`src/rfs_pkg.sv`:
```
`default_nettype none

package rfs_pkg;

  localparam logic [11:0] FAULT_STATUS_OFF = 12'h034;
  localparam logic [11:0] IRQ_STATUS_OFF = 12'h040;
  localparam logic [11:0] IRQ_CLEAR_OFF = 12'h044;
  localparam logic [11:0] IRQ_ENABLE_OFF = 12'h048;
  localparam logic [11:0] RECORD_FLAGS_OFF = 12'h04C;

  localparam int PRI_OVF_BIT = 0;
  localparam int PRI_PEND_BIT = 1;
  localparam int ADV_OVF_BIT = 2;
  localparam int ADV_PEND_BIT = 3;
  localparam int QUEUE_ERR_BIT = 4;
  localparam int COMPL_ERR_BIT = 5;
  localparam int TIMEOUT_ERR_BIT = 6;
  localparam int REC_IDX_LSB = 8;
  localparam int REC_IDX_MSB = 15;

  localparam logic [31:0] FAULT_STATUS_RESET = 32'h0000_0000;
  localparam logic [1:0] IRQ_ENABLE_RESET = 2'h0;

  // Interrupt status bit 0 is the fault event, bit 1 a discarded fault.
  localparam int IRQ_EVENT_BIT = 0;
  localparam int IRQ_DROP_BIT = 1;

  typedef struct packed {
    logic valid;
    logic [7:0] index;
  } rfs_fault_s;

  typedef struct packed {
    logic adv_first_record;
    logic adv_overflow;
    logic queue_error;
    logic completion_error;
    logic completion_timeout;
  } rfs_events_s;

endpackage

`default_nettype wire

```
`src/rfs_fault_status.sv`:
```
`timescale 1ns/1ps
`default_nettype none

module rfs_fault_status #(
  parameter int NUM_RECORDS = 8,
  parameter bit HAS_QUEUED_INV = 1'b1,
  parameter bit HAS_DEV_TLB = 1'b1,
  parameter bit HAS_ADV_LOG = 1'b1
) (
  input wire logic CLOCK,
  input wire logic RST_N,
  input wire logic PSEL,
  input wire logic PENABLE,
  input wire logic PWRITE,
  input wire logic [11:0] PADDR,
  input wire logic [31:0] PWDATA,
  output logic [31:0] PRDATA,
  output logic PREADY,
  output logic PSLVERR,
  input wire rfs_pkg::rfs_fault_s FAULT_IN,
  output logic FAULT_ACCEPT,
  input wire logic [NUM_RECORDS-1:0] RECORD_CLEAR,
  input wire rfs_pkg::rfs_events_s EVENTS_IN,
  output logic FAULT_EVENT,
  output logic [NUM_RECORDS-1:0] RECORD_FLAGS,
  output logic IRQ
);

  // The record flags and the index field share the 8-bit index space.
  if (NUM_RECORDS < 1 || NUM_RECORDS > 256) begin : g_bad_records
    $error("NUM_RECORDS must lie between 1 and 256");
  end

  ////////////////////////////////////////////////////////////////////////////

  typedef struct packed {
    logic [NUM_RECORDS-1:0] flags;
    logic [7:0] rec_idx;
    logic pri_ovf;
    logic adv_ovf;
    logic adv_pend;
    logic queue_err;
    logic compl_err;
    logic timeout_err;
    logic event_pulse;
    logic [1:0] irq_status;
    logic [1:0] irq_enable;
    logic [31:0] rdata;
  } rfs_state_s;

  rfs_state_s st_reg;
  rfs_state_s st_next;

  ////////////////////////////////////////////////////////////////////////////

  logic access;
  logic wr;
  logic fs_wr;
  logic [31:0] status_word;
  logic pri_pend;
  logic any_set;
  logic new_flag;
  logic [NUM_RECORDS-1:0] set_mask;
  logic [NUM_RECORDS-1:0] hit_mask;
  logic [31:0] rd_mux;
  logic mapped;
  logic clr_pri_ovf;
  logic overflow;
  logic pend_rise;
  logic ev_adv_pend;
  logic ev_adv_ovf;
  logic ev_queue_err;
  logic ev_compl_err;
  logic ev_timeout_err;

  assign access = PSEL && PENABLE;
  assign wr = access && PWRITE;
  assign fs_wr = wr && PADDR == rfs_pkg::FAULT_STATUS_OFF;

  ////////////////////////////////////////////////////////////////////////////

  // Read data is picked in the setup cycle so that it comes from a flop.
  always_comb begin
    mapped = 1'b1;
    rd_mux = 32'h0000_0000;
    unique case (PADDR)
      rfs_pkg::FAULT_STATUS_OFF: rd_mux = status_word;
      rfs_pkg::IRQ_STATUS_OFF: rd_mux = {30'h0, st_reg.irq_status};
      rfs_pkg::IRQ_CLEAR_OFF: rd_mux = 32'h0000_0000;
      rfs_pkg::IRQ_ENABLE_OFF: rd_mux = {30'h0, st_reg.irq_enable};
      rfs_pkg::RECORD_FLAGS_OFF: rd_mux = 32'(st_reg.flags);
      default: mapped = 1'b0;
    endcase
  end

  assign pri_pend = |st_reg.flags;

  always_comb begin
    status_word = rfs_pkg::FAULT_STATUS_RESET;
    status_word[rfs_pkg::REC_IDX_MSB:rfs_pkg::REC_IDX_LSB] = st_reg.rec_idx;
    status_word[rfs_pkg::PRI_PEND_BIT] = pri_pend;
    status_word[rfs_pkg::PRI_OVF_BIT] = st_reg.pri_ovf;
    status_word[rfs_pkg::ADV_OVF_BIT] = st_reg.adv_ovf && HAS_ADV_LOG;
    status_word[rfs_pkg::ADV_PEND_BIT] = st_reg.adv_pend && HAS_ADV_LOG;
    status_word[rfs_pkg::QUEUE_ERR_BIT] = st_reg.queue_err && HAS_QUEUED_INV;
    status_word[rfs_pkg::COMPL_ERR_BIT] = st_reg.compl_err && HAS_DEV_TLB;
    status_word[rfs_pkg::TIMEOUT_ERR_BIT] = st_reg.timeout_err && HAS_DEV_TLB;
  end

  ////////////////////////////////////////////////////////////////////////////

  assign FAULT_ACCEPT = !st_reg.pri_ovf;

  genvar g;
  generate
    for (g = 0; g < NUM_RECORDS; g++) begin : g_rec
      assign hit_mask[g] = FAULT_IN.index == 8'(g);
      assign set_mask[g] = FAULT_IN.valid && FAULT_ACCEPT && !st_reg.flags[g] && hit_mask[g];
    end
  endgenerate

  // A fault aimed at a record still pending, or past the last one, overflows.
  assign overflow = FAULT_IN.valid && FAULT_ACCEPT &&
                    ((32'(FAULT_IN.index) >= NUM_RECORDS) || (|(hit_mask & st_reg.flags)));
  assign pend_rise = !pri_pend && (|set_mask);
  assign any_set = |status_word[rfs_pkg::TIMEOUT_ERR_BIT:rfs_pkg::PRI_OVF_BIT];
  assign clr_pri_ovf = fs_wr && PWDATA[rfs_pkg::PRI_OVF_BIT];

  assign ev_adv_pend = HAS_ADV_LOG && EVENTS_IN.adv_first_record && !st_reg.adv_pend;
  assign ev_adv_ovf = HAS_ADV_LOG && EVENTS_IN.adv_overflow && !st_reg.adv_ovf;
  assign ev_queue_err = HAS_QUEUED_INV && EVENTS_IN.queue_error && !st_reg.queue_err;
  assign ev_compl_err = HAS_DEV_TLB && EVENTS_IN.completion_error && !st_reg.compl_err;
  assign ev_timeout_err = HAS_DEV_TLB && EVENTS_IN.completion_timeout && !st_reg.timeout_err;

  assign new_flag = pend_rise || ev_adv_pend || ev_adv_ovf || ev_queue_err ||
                    ev_compl_err || ev_timeout_err;

  ////////////////////////////////////////////////////////////////////////////

  always_comb begin
    st_next = st_reg;

    st_next.flags = (st_reg.flags & ~RECORD_CLEAR) | set_mask;
    if (pend_rise) begin
      st_next.rec_idx = FAULT_IN.index;
    end

    if (clr_pri_ovf) begin
      st_next.pri_ovf = 1'b0;
    end
    if (overflow) begin
      st_next.pri_ovf = 1'b1;
    end

    if (fs_wr && PWDATA[rfs_pkg::ADV_PEND_BIT]) begin
      st_next.adv_pend = 1'b0;
    end
    if (fs_wr && PWDATA[rfs_pkg::ADV_OVF_BIT]) begin
      st_next.adv_ovf = 1'b0;
    end
    if (fs_wr && PWDATA[rfs_pkg::QUEUE_ERR_BIT]) begin
      st_next.queue_err = 1'b0;
    end
    if (fs_wr && PWDATA[rfs_pkg::COMPL_ERR_BIT]) begin
      st_next.compl_err = 1'b0;
    end
    if (fs_wr && PWDATA[rfs_pkg::TIMEOUT_ERR_BIT]) begin
      st_next.timeout_err = 1'b0;
    end
    // Sets follow the clears, but an event only sets a flag that was clear, so an event meeting a same-cycle clear of its set flag is lost.
    // Event flag sets: first record, advanced overflow, queue, completion and timeout errors.
    if (ev_adv_pend) begin
      st_next.adv_pend = 1'b1;
    end
    if (ev_adv_ovf) begin
      st_next.adv_ovf = 1'b1;
    end
    if (ev_queue_err) begin
      st_next.queue_err = 1'b1;
    end
    if (ev_compl_err) begin
      st_next.compl_err = 1'b1;
    end
    if (ev_timeout_err) begin
      st_next.timeout_err = 1'b1;
    end

    st_next.event_pulse = new_flag && !any_set;

    if (wr && PADDR == rfs_pkg::IRQ_CLEAR_OFF) begin
      st_next.irq_status = st_reg.irq_status & ~PWDATA[1:0];
    end
    if (wr && PADDR == rfs_pkg::IRQ_ENABLE_OFF) begin
      st_next.irq_enable = PWDATA[1:0];
    end
    if (st_reg.event_pulse) begin
      st_next.irq_status[rfs_pkg::IRQ_EVENT_BIT] = 1'b1;
    end
    if (FAULT_IN.valid && !FAULT_ACCEPT) begin
      st_next.irq_status[rfs_pkg::IRQ_DROP_BIT] = 1'b1;
    end

    if (PSEL && !PENABLE && !PWRITE) begin
      st_next.rdata = rd_mux;
    end
  end

  always_ff @(posedge CLOCK or negedge RST_N) begin
    if (!RST_N) begin
      st_reg <= '0;
      st_reg.irq_enable <= rfs_pkg::IRQ_ENABLE_RESET;
    end else begin
      st_reg <= st_next;
    end
  end

  ////////////////////////////////////////////////////////////////////////////

  assign PREADY = 1'b1;
  assign PSLVERR = access && !mapped;
  assign PRDATA = st_reg.rdata;
  assign FAULT_EVENT = st_reg.event_pulse;
  assign RECORD_FLAGS = st_reg.flags;
  assign IRQ = |(st_reg.irq_status & st_reg.irq_enable);

endmodule

`default_nettype wire

```
`config.mk`:
```
export PLATFORM = sky130hd
export DESIGN_NAME = rfs_fault_status
export DESIGN_NICKNAME = d
export VERILOG_FILES = /design/src/rfs_pkg.sv /design/src/rfs_fault_status.sv
export SDC_FILE = /design/constraint.sdc
export NUM_CORES = 1
export LEC_CHECK = 0
export BUFFER_PORTS_ARGS = -buffer_cell sky130_fd_sc_hd__buf_2
export CORE_MARGIN = 4
export CORE_UTILIZATION = 47
export DETAILED_ROUTE_END_ITERATION = 12
export PLACE_DENSITY = 0.81
export REMOVE_ABC_BUFFERS = 1
export SETUP_SLACK_MARGIN = 0.4
export SLEW_MARGIN = 20
export SYNTH_ARGS = -nofsm -noshare
export SYNTH_HDL_FRONTEND = slang
export SYNTH_SLANG_ARGS = --single-unit
```
`constraint.sdc`:
```
create_clock -name CLOCK -period 2.3 [get_ports CLOCK]
set_input_delay 0.345 -clock CLOCK [delete_from_list [all_inputs] [get_ports CLOCK]]
set_output_delay 0.345 -clock CLOCK [all_outputs]
set_load 0.01 [all_outputs]
```
==> metrics.txt, run 1 <==
H-Tree Depth=2; Area growth syn-to-layout=12.0%; total CTS buffers=5; RSZ-0062 raised after global routing=no; Post-CTS Repair Setup Buffers=0; pin slew with the least headroom to its limit=0.936 ns; syn_area_per_cell=10.0 µm²; max reg flops=18; Clk pwr share=0.397; R2R cell count=5; port bufs=73; cell accounting for the most synthesized area=dfrtp_1; Worst Setup EP=st_reg[44]$_DFFE_PN0P_; CTS max path bufs=2; antenna-violating nets left=0; FF+latch count, synth=43; via count=1917; area of the multi-input gates=1070 µm²; CP bufs+invs=0; critical path depth=5; Detail Placement HPWL=4400 µm; Synth area leaders=dfrtp_1, buf_4, a22o_1, nand2_1, nor2_1; Hold Vio Cnt, Final=0; CP peak stage delay=0.49 ns; Final Max Tran Viols=0; CP delay by family, top=compound AO/OA/AOI/OAI gates; Synth async-reset ratio=1.00; Iteration-0 DRC Markers=94; FF+latch area=1080 µm²; Worst setup EP type=flip-flop; Routed WL per cell=15.6 µm; Tmin final=1.80 ns; WS Path Type=reg2reg; root buf cell=clkbuf_8; die area=6460 µm²; Synth Flop Type=dfrtp_1; Fmax=0.557 GHz; outcome=finished clean; Int Power=0.00113 W; # IOs=116; Clock Skews=0.00496 ns; Yosys cell types=46; top-count cell post-synth=buf_4; WL final=5750 µm; DRC violations left=0; core area=5110 µm²; TritonCTS clock tree=built; power per cell area=533 nW/µm²; post-CTS sizing=0; WP data arrival=1.98 ns; Post-DP Area=2650 µm²; FP Rows=26; Synth top cells by count=buf_4, dfrtp_1, nand2_1; antenna violations before repair=0; slowest stage cell, crit path=dfrtp_1; GR Util All Layers=0.186; Rel. slew slack=0.376; final number of setup-violating endpoints=0; latest clock arrival within the worst-skew pair=0.29 ns; # placed instances=360; Setup TNS=0 ns; Finished Layout Cells=368; Max Cap Violations=0; mapped cell area=2460 µm²; Critical R2R Capture=st_reg[44]$_DFFE_PN0P_; clock sink count=43; CP Max Fanout=8; crit path cell chain=mux2_1 -> o22a_1 -> o311ai_4 -> nand2_4 -> a22o_1; post-synthesis sequential area ratio=0.437; final instance area=2760 µm²; Combinational Power Share=0.088; total gr overflow=0; Reg clk slew, reported paths=0.08 ns; fill cell count=472; CP required=2.48 ns; cells after synthesis=246; global-route wire length before repair=9270 µm; fin util=0.540; Die Wd=80.4 µm; initial core utilization=0.482; sequential fraction of design power=0.515; DR vias/cell=5.21; gpl congestion=0.880; Tcrit/Tclk final=0.781; worst r2r src=RECORD_FLAGS[0]$_DFF_PN0_; switching fraction of total power=0.231; CP Launch Type=flip-flop; VDD IR max=330 µV; CP Launch Point=RECORD_FLAGS[0]$_DFF_PN0_; Syn. warnings=0; n_diodes=0; total chip power=0.00147 W; nets=368; hold buffer count at cts=0; EDFF count, synth=0; Synth top area share=0.437; 1st-pass router iterations=4; leak pwr=1.43 nW; layout cells sized above 1=0.322; Die Height=80.4 µm; via count of the first global-routing pass=1921; worst min-delay path category=in2async; Switching Power=0.000340 W; R2R Setup Slk=0.50 ns; largest net degree at the start of global routing=44
[worst min path at each step]
stage               slack [ns]                  start                     end  cells after the start
global route              0.24              PWDATA[2]  st_reg[41]$_DFFE_PN0P_                      2
floorplan                 0.05                  RST_N   FAULT_EVENT$_DFF_PN0_                      0
finish                    0.19                  RST_N  st_reg[39]$_DFFE_PN0P_                      1
global placement          0.45  PRDATA[3]$_DFFE_PN0P_   PRDATA[3]$_DFFE_PN0P_                      2
detailed placement        0.45  PRDATA[5]$_DFFE_PN0P_   PRDATA[5]$_DFFE_PN0P_                      2
CTS                       0.22                  RST_N   PRDATA[3]$_DFFE_PN0P_                      1
[cell type report]
class | count | share of cell area
clock buffers | 5 | 0.0250
clock inverters | 3 | 0.0159
inverters | 6 | 0.00817
multi-input cells | 165 | 0.388
flip-flops and latches | 43 | 0.390
well taps | 70 | 0.0318
repair buffers | 76 | 0.141
[power by group through the flow]
| stage | logic [W] | clock network, W | registers (W) |
|---|---|---|---|
| finish | 0.000130 | 0.000584 | 0.000757 |
| global route | 0.000145 | 0.000629 | 0.000758 |
| CTS | 0.000130 | 0.000599 | 0.000758 |
| detailed placement | 0.000130 | 0 | 0.000773 |
| global placement | 0.000127 | 0 | 0.000773 |
| floorplan | 0.0000542 | 0 | 0.000773 |
[metrics by stage]
step | hold slack (ns) | setup WS [ns]
2_1_floorplan | 0.0494 | 0.606
3_3_place_gp | 0.449 | 0.394
3_5_place_dp | 0.454 | 0.365
4_1_cts | 0.222 | 0.489
5_1_grt | 0.237 | 0.411
6_report | 0.185 | 0.505
[routing by layer]
metal	wire length [µm]	GRT usage	vias to the layer above
met4	33	0.0422	0
met3	438	0.0448	4
li1	-	-	928
met5	0	0	-
met1	2460	0.242	907
met2	2820	0.314	78
[kinds of logic (layout without fill, tap and decap cells)]
family | count (synthesis) | after routing | share of synthesized area
mux | 8 | 8 | 0.0483
simple gates | 90 | 90 | 0.192
other cells | 2 | 17 | 0.00305
buf+inv | 53 | 90 | 0.151
compound gates | 50 | 50 | 0.169
flops | 43 | 43 | 0.437
[cell usage in the layout (no fill, tap or decap), types with 5 or more instances in the layout]
master    instances
dfrtp_1          43
a22o_1           13
o31ai_1           8
buf_2            73
nand2_1          28
nor2_1           19
conb_1           17
clkbuf_8          5
nand2b_1          9
a31oi_1           6
inv_1             6
and2_1            5
a22oi_1           7
(Power assumes the default switching activity.)
==> run 2, diff against run 1 <==
--- a/config.mk
+++ b/config.mk
@@ -5,11 +5,12 @@
 export SDC_FILE = /design/constraint.sdc
 export NUM_CORES = 1
 export LEC_CHECK = 0
+export ABC_AREA = 1
 export BUFFER_PORTS_ARGS = -buffer_cell sky130_fd_sc_hd__buf_2
 export CORE_MARGIN = 4
-export CORE_UTILIZATION = 47
+export CORE_UTILIZATION = 43
 export DETAILED_ROUTE_END_ITERATION = 12
-export PLACE_DENSITY = 0.81
+export PLACE_DENSITY = 0.76
 export REMOVE_ABC_BUFFERS = 1
 export SETUP_SLACK_MARGIN = 0.4
 export SLEW_MARGIN = 20
==> constraint.sdc (replaced) <==
create_clock -name CLOCK -period 1.48 [get_ports CLOCK]
set_input_delay 0.222 -clock CLOCK [delete_from_list [all_inputs] [get_ports CLOCK]]
set_output_delay 0.222 -clock CLOCK [all_outputs]
set_load 0.01 [all_outputs]
==> run 2 against run 1 <==
  * Global-route usage is 0.84 points lower
  * Critical endpoint is now PSLVERR
  * Synthesized cell count is 43% higher
  * Largest power group unchanged
  * Critical path type is now in2out
  * Register-to-register slack worse by 0.40 ns
==> metrics.txt, run 2 <==
TritonCTS clock tree=built; DRC violations left=0 (unchanged); largest net degree at the start of global routing=44 (unchanged); met2 GRT Util=0.302 (-0.0119); R2R Setup Slk=0.10 ns (-0.40 ns); Detail Placement HPWL=4990 µm (+13%); most frequent cells in the layout=nand2_1, buf_2, dfrtp_1, inv_1, nand3_1; fin util=0.589 (+0.0489); n_diodes=0 (unchanged); total chip power=0.00239 W (+62%); Tcrit/Tclk final=0.943; Iteration-0 DRC Markers=199 (+110%); port bufs=73 (unchanged); antenna violations before repair=0 (unchanged); R2R cell count=10 (+5); mapped cell area=2670 µm² (+8.2%); worst min-delay path category=in2reg; 1st-pass router iterations=4 (unchanged); VDD IR max=368 µV (+12%); Synth top area share=0.404 (-0.0332); GR Util All Layers=0.178 (-0.00844); Die Wd=86.7 µm (+7.9%); syn_area_per_cell=7.55 µm² (-25%); Clock Skews=0.0111 ns (+0.00610 ns); Fmax=0.716 GHz; Tmin final=1.40 ns; Synth async-reset ratio=1.00 (unchanged); leak pwr=1.91 nW (+34%); final number of setup-violating endpoints=0 (unchanged); clock sink count=43 (unchanged); Global Route met1 Usage=0.228 (-0.0141); core area=5960 µm² (+17%); Place WS=0.0715 ns (-0.294 ns); cells after synthesis=353 (+43%); commonest non-fill, non-tap cell in the layout=nand2_1; WL final=7040 µm (+22%); post-synthesis sequential area ratio=0.404 (-0.0332); power per cell area=681 nW/µm² (+28%); via count of the first global-routing pass=2389 (+24%); CP required=1.26 ns (-1.22 ns); Final Max Tran Viols=0 (unchanged); EDFF count, synth=0 (unchanged); WS Path Type=in2out; CTS max path bufs=2 (unchanged); DR vias/cell=4.95 (-4.9%); Final Worst Setup Slack=0.0842 ns (-0.420 ns); initial core utilization=0.447 (-0.0346); via count=2586 (+35%); latest clock arrival within the worst-skew pair=0.31 ns (+0.02 ns); Synth Flop Type=dfrtp_1; Synth top cells by count=nand2_1, dfrtp_1, buf_4, inv_1, nand3_1; Hold Vio Cnt, Final=0 (unchanged); outcome=finished clean; WP data arrival=1.17 ns (-0.81 ns); FF+latch count, synth=43 (unchanged); Die Height=86.7 µm (+7.9%); Syn. warnings=0 (unchanged); worst r2r src=st_reg[42]$_DFFE_PN0P_; gpl congestion=0.913 (+3.7%); RSZ-0062 raised after global routing=yes; Area growth syn-to-layout=31.6%; CP Launch Type=primary input; Reg clk slew, reported paths=0.08 ns (about the same); die area=7520 µm² (+16%); root buf cell=clkbuf_8; total CTS buffers=5 (unchanged); CP Launch Point=PADDR[8]; Synth area leaders=dfrtp_1, nand2_1, buf_4, nand3_1, inv_1; global-route wire length before repair=10600 µm (+14%); fill cell count=536 (+14%); # IOs=116 (unchanged); max reg flops=18 (unchanged); nets=517 (+40%); top-count cell post-synth=nand2_1; Critical R2R Capture=st_reg[49]$_DFFE_PN0P_; Yosys cell types=30 (-35%); total gr overflow=0 (unchanged); antenna-violating nets left=0 (unchanged); layout cells sized above 1=0.387 (+0.0649); Max Cap Violations=0 (unchanged); FP Rows=28 (+7.7%); Worst setup EP type=output pin; H-Tree Depth=2 (unchanged); Routed WL per cell=13.5 µm (-14%); GR peak layer=met2; CP Max Fanout=3 (-5); Worst Setup EP=PSLVERR; cell accounting for the most synthesized area=dfrtp_1; grt met3 use=0.0399 (-0.00492)
## run 2: cell types whose count changed after synthesis, sizes merged, moves of 6 or more
cell	before	now
nand2	29	90
inv	6	45
nand3	4	37
nor2	19	43
o21ai	3	21
a22o	13	1
nand2b	9	0
a22oi	7	0
a31oi	6	0
## run 2: kinds of logic after synthesis
kind of cell / after synthesis / synth area share
AND/OR/NAND/NOR: 185 / 0.329
flip-flops: 43 / 0.404
buffers and inverters: 89 / 0.190
AO/OA/AOI/OAI: 34 / 0.0751
other: 2 / 0.00282
## run 2: worst min-delay path by stage
stage | from | to | slack (ns) | cells after the start
detailed placement | RST_N | PRDATA[11]$_DFFE_PN0P_ | 0.22 | 2
CTS | RECORD_CLEAR[6] | RECORD_FLAGS[6]$_DFF_PN0_ | 0.08 | 2
floorplan | RST_N | FAULT_EVENT$_DFF_PN0_ | -0.07 | 0
finish | RECORD_CLEAR[6] | RECORD_FLAGS[6]$_DFF_PN0_ | 0.09 | 2
global route | RECORD_CLEAR[6] | RECORD_FLAGS[6]$_DFF_PN0_ | 0.07 | 2
global placement | RST_N | PRDATA[15]$_DFFE_PN0P_ | 0.21 | 2
## run 2: metrics by stage
step	setup TNS, ns	instance area [µm²]	cells	hold slack [ns]
3_3_place_gp	0	2960	485	0.213
3_5_place_dp	0	2960	485	0.220
5_1_grt	-0.00561	3510	522	0.0736
2_1_floorplan	0	2390	324	-0.0736
4_1_cts	0	3220	506	0.0844
6_report	0	3510	522	0.0888
## run 2: critical path, stage by stage
cell and delay (ns):
buf_2 0.12, nor2_4 0.11, nand4_1 0.15, nor2_4 0.18
nand2_2 0.11, nand2_1 0.11, nor3b_2 0.05, buf_2 0.13
## run 2: layer usage
layer / part of all wire / wire [µm]
met1: 0.42 / 2940
met3: 0.072 / 507
met4: 0.011 / 77
met2: 0.50 / 3510
met5: 0 / 0
## run 2: final cells by class
type / instances / area, µm² / area share
repair buffers: 114 / 812 / 0.232
inverters: 45 / 185 / 0.0528
clock inverters: 3 / 25.0 / 0.00714
clock buffers: 5 / 68.8 / 0.0196
flip-flops and latches: 43 / 1080 / 0.308
well taps: 75 / 93.8 / 0.0268
multi-input cells: 237 / 1240 / 0.355
## run 2: power by group
group          internal (W)  switching [W]
Combinational      0.000145       0.000219
Sequential          0.00122      0.0000234
Clock              0.000338       0.000447
## run 2: timing repair
item / in CTS / in global routing
gates resized for setup: 16 / 45
setup buffers: 12 / 15
setup endpoints to repair: 24 / 58
cloned: 0 / 1
hold endpoints to repair: 43 / 0
pin swaps: 8 / 22
hold buffers: 1 / 0
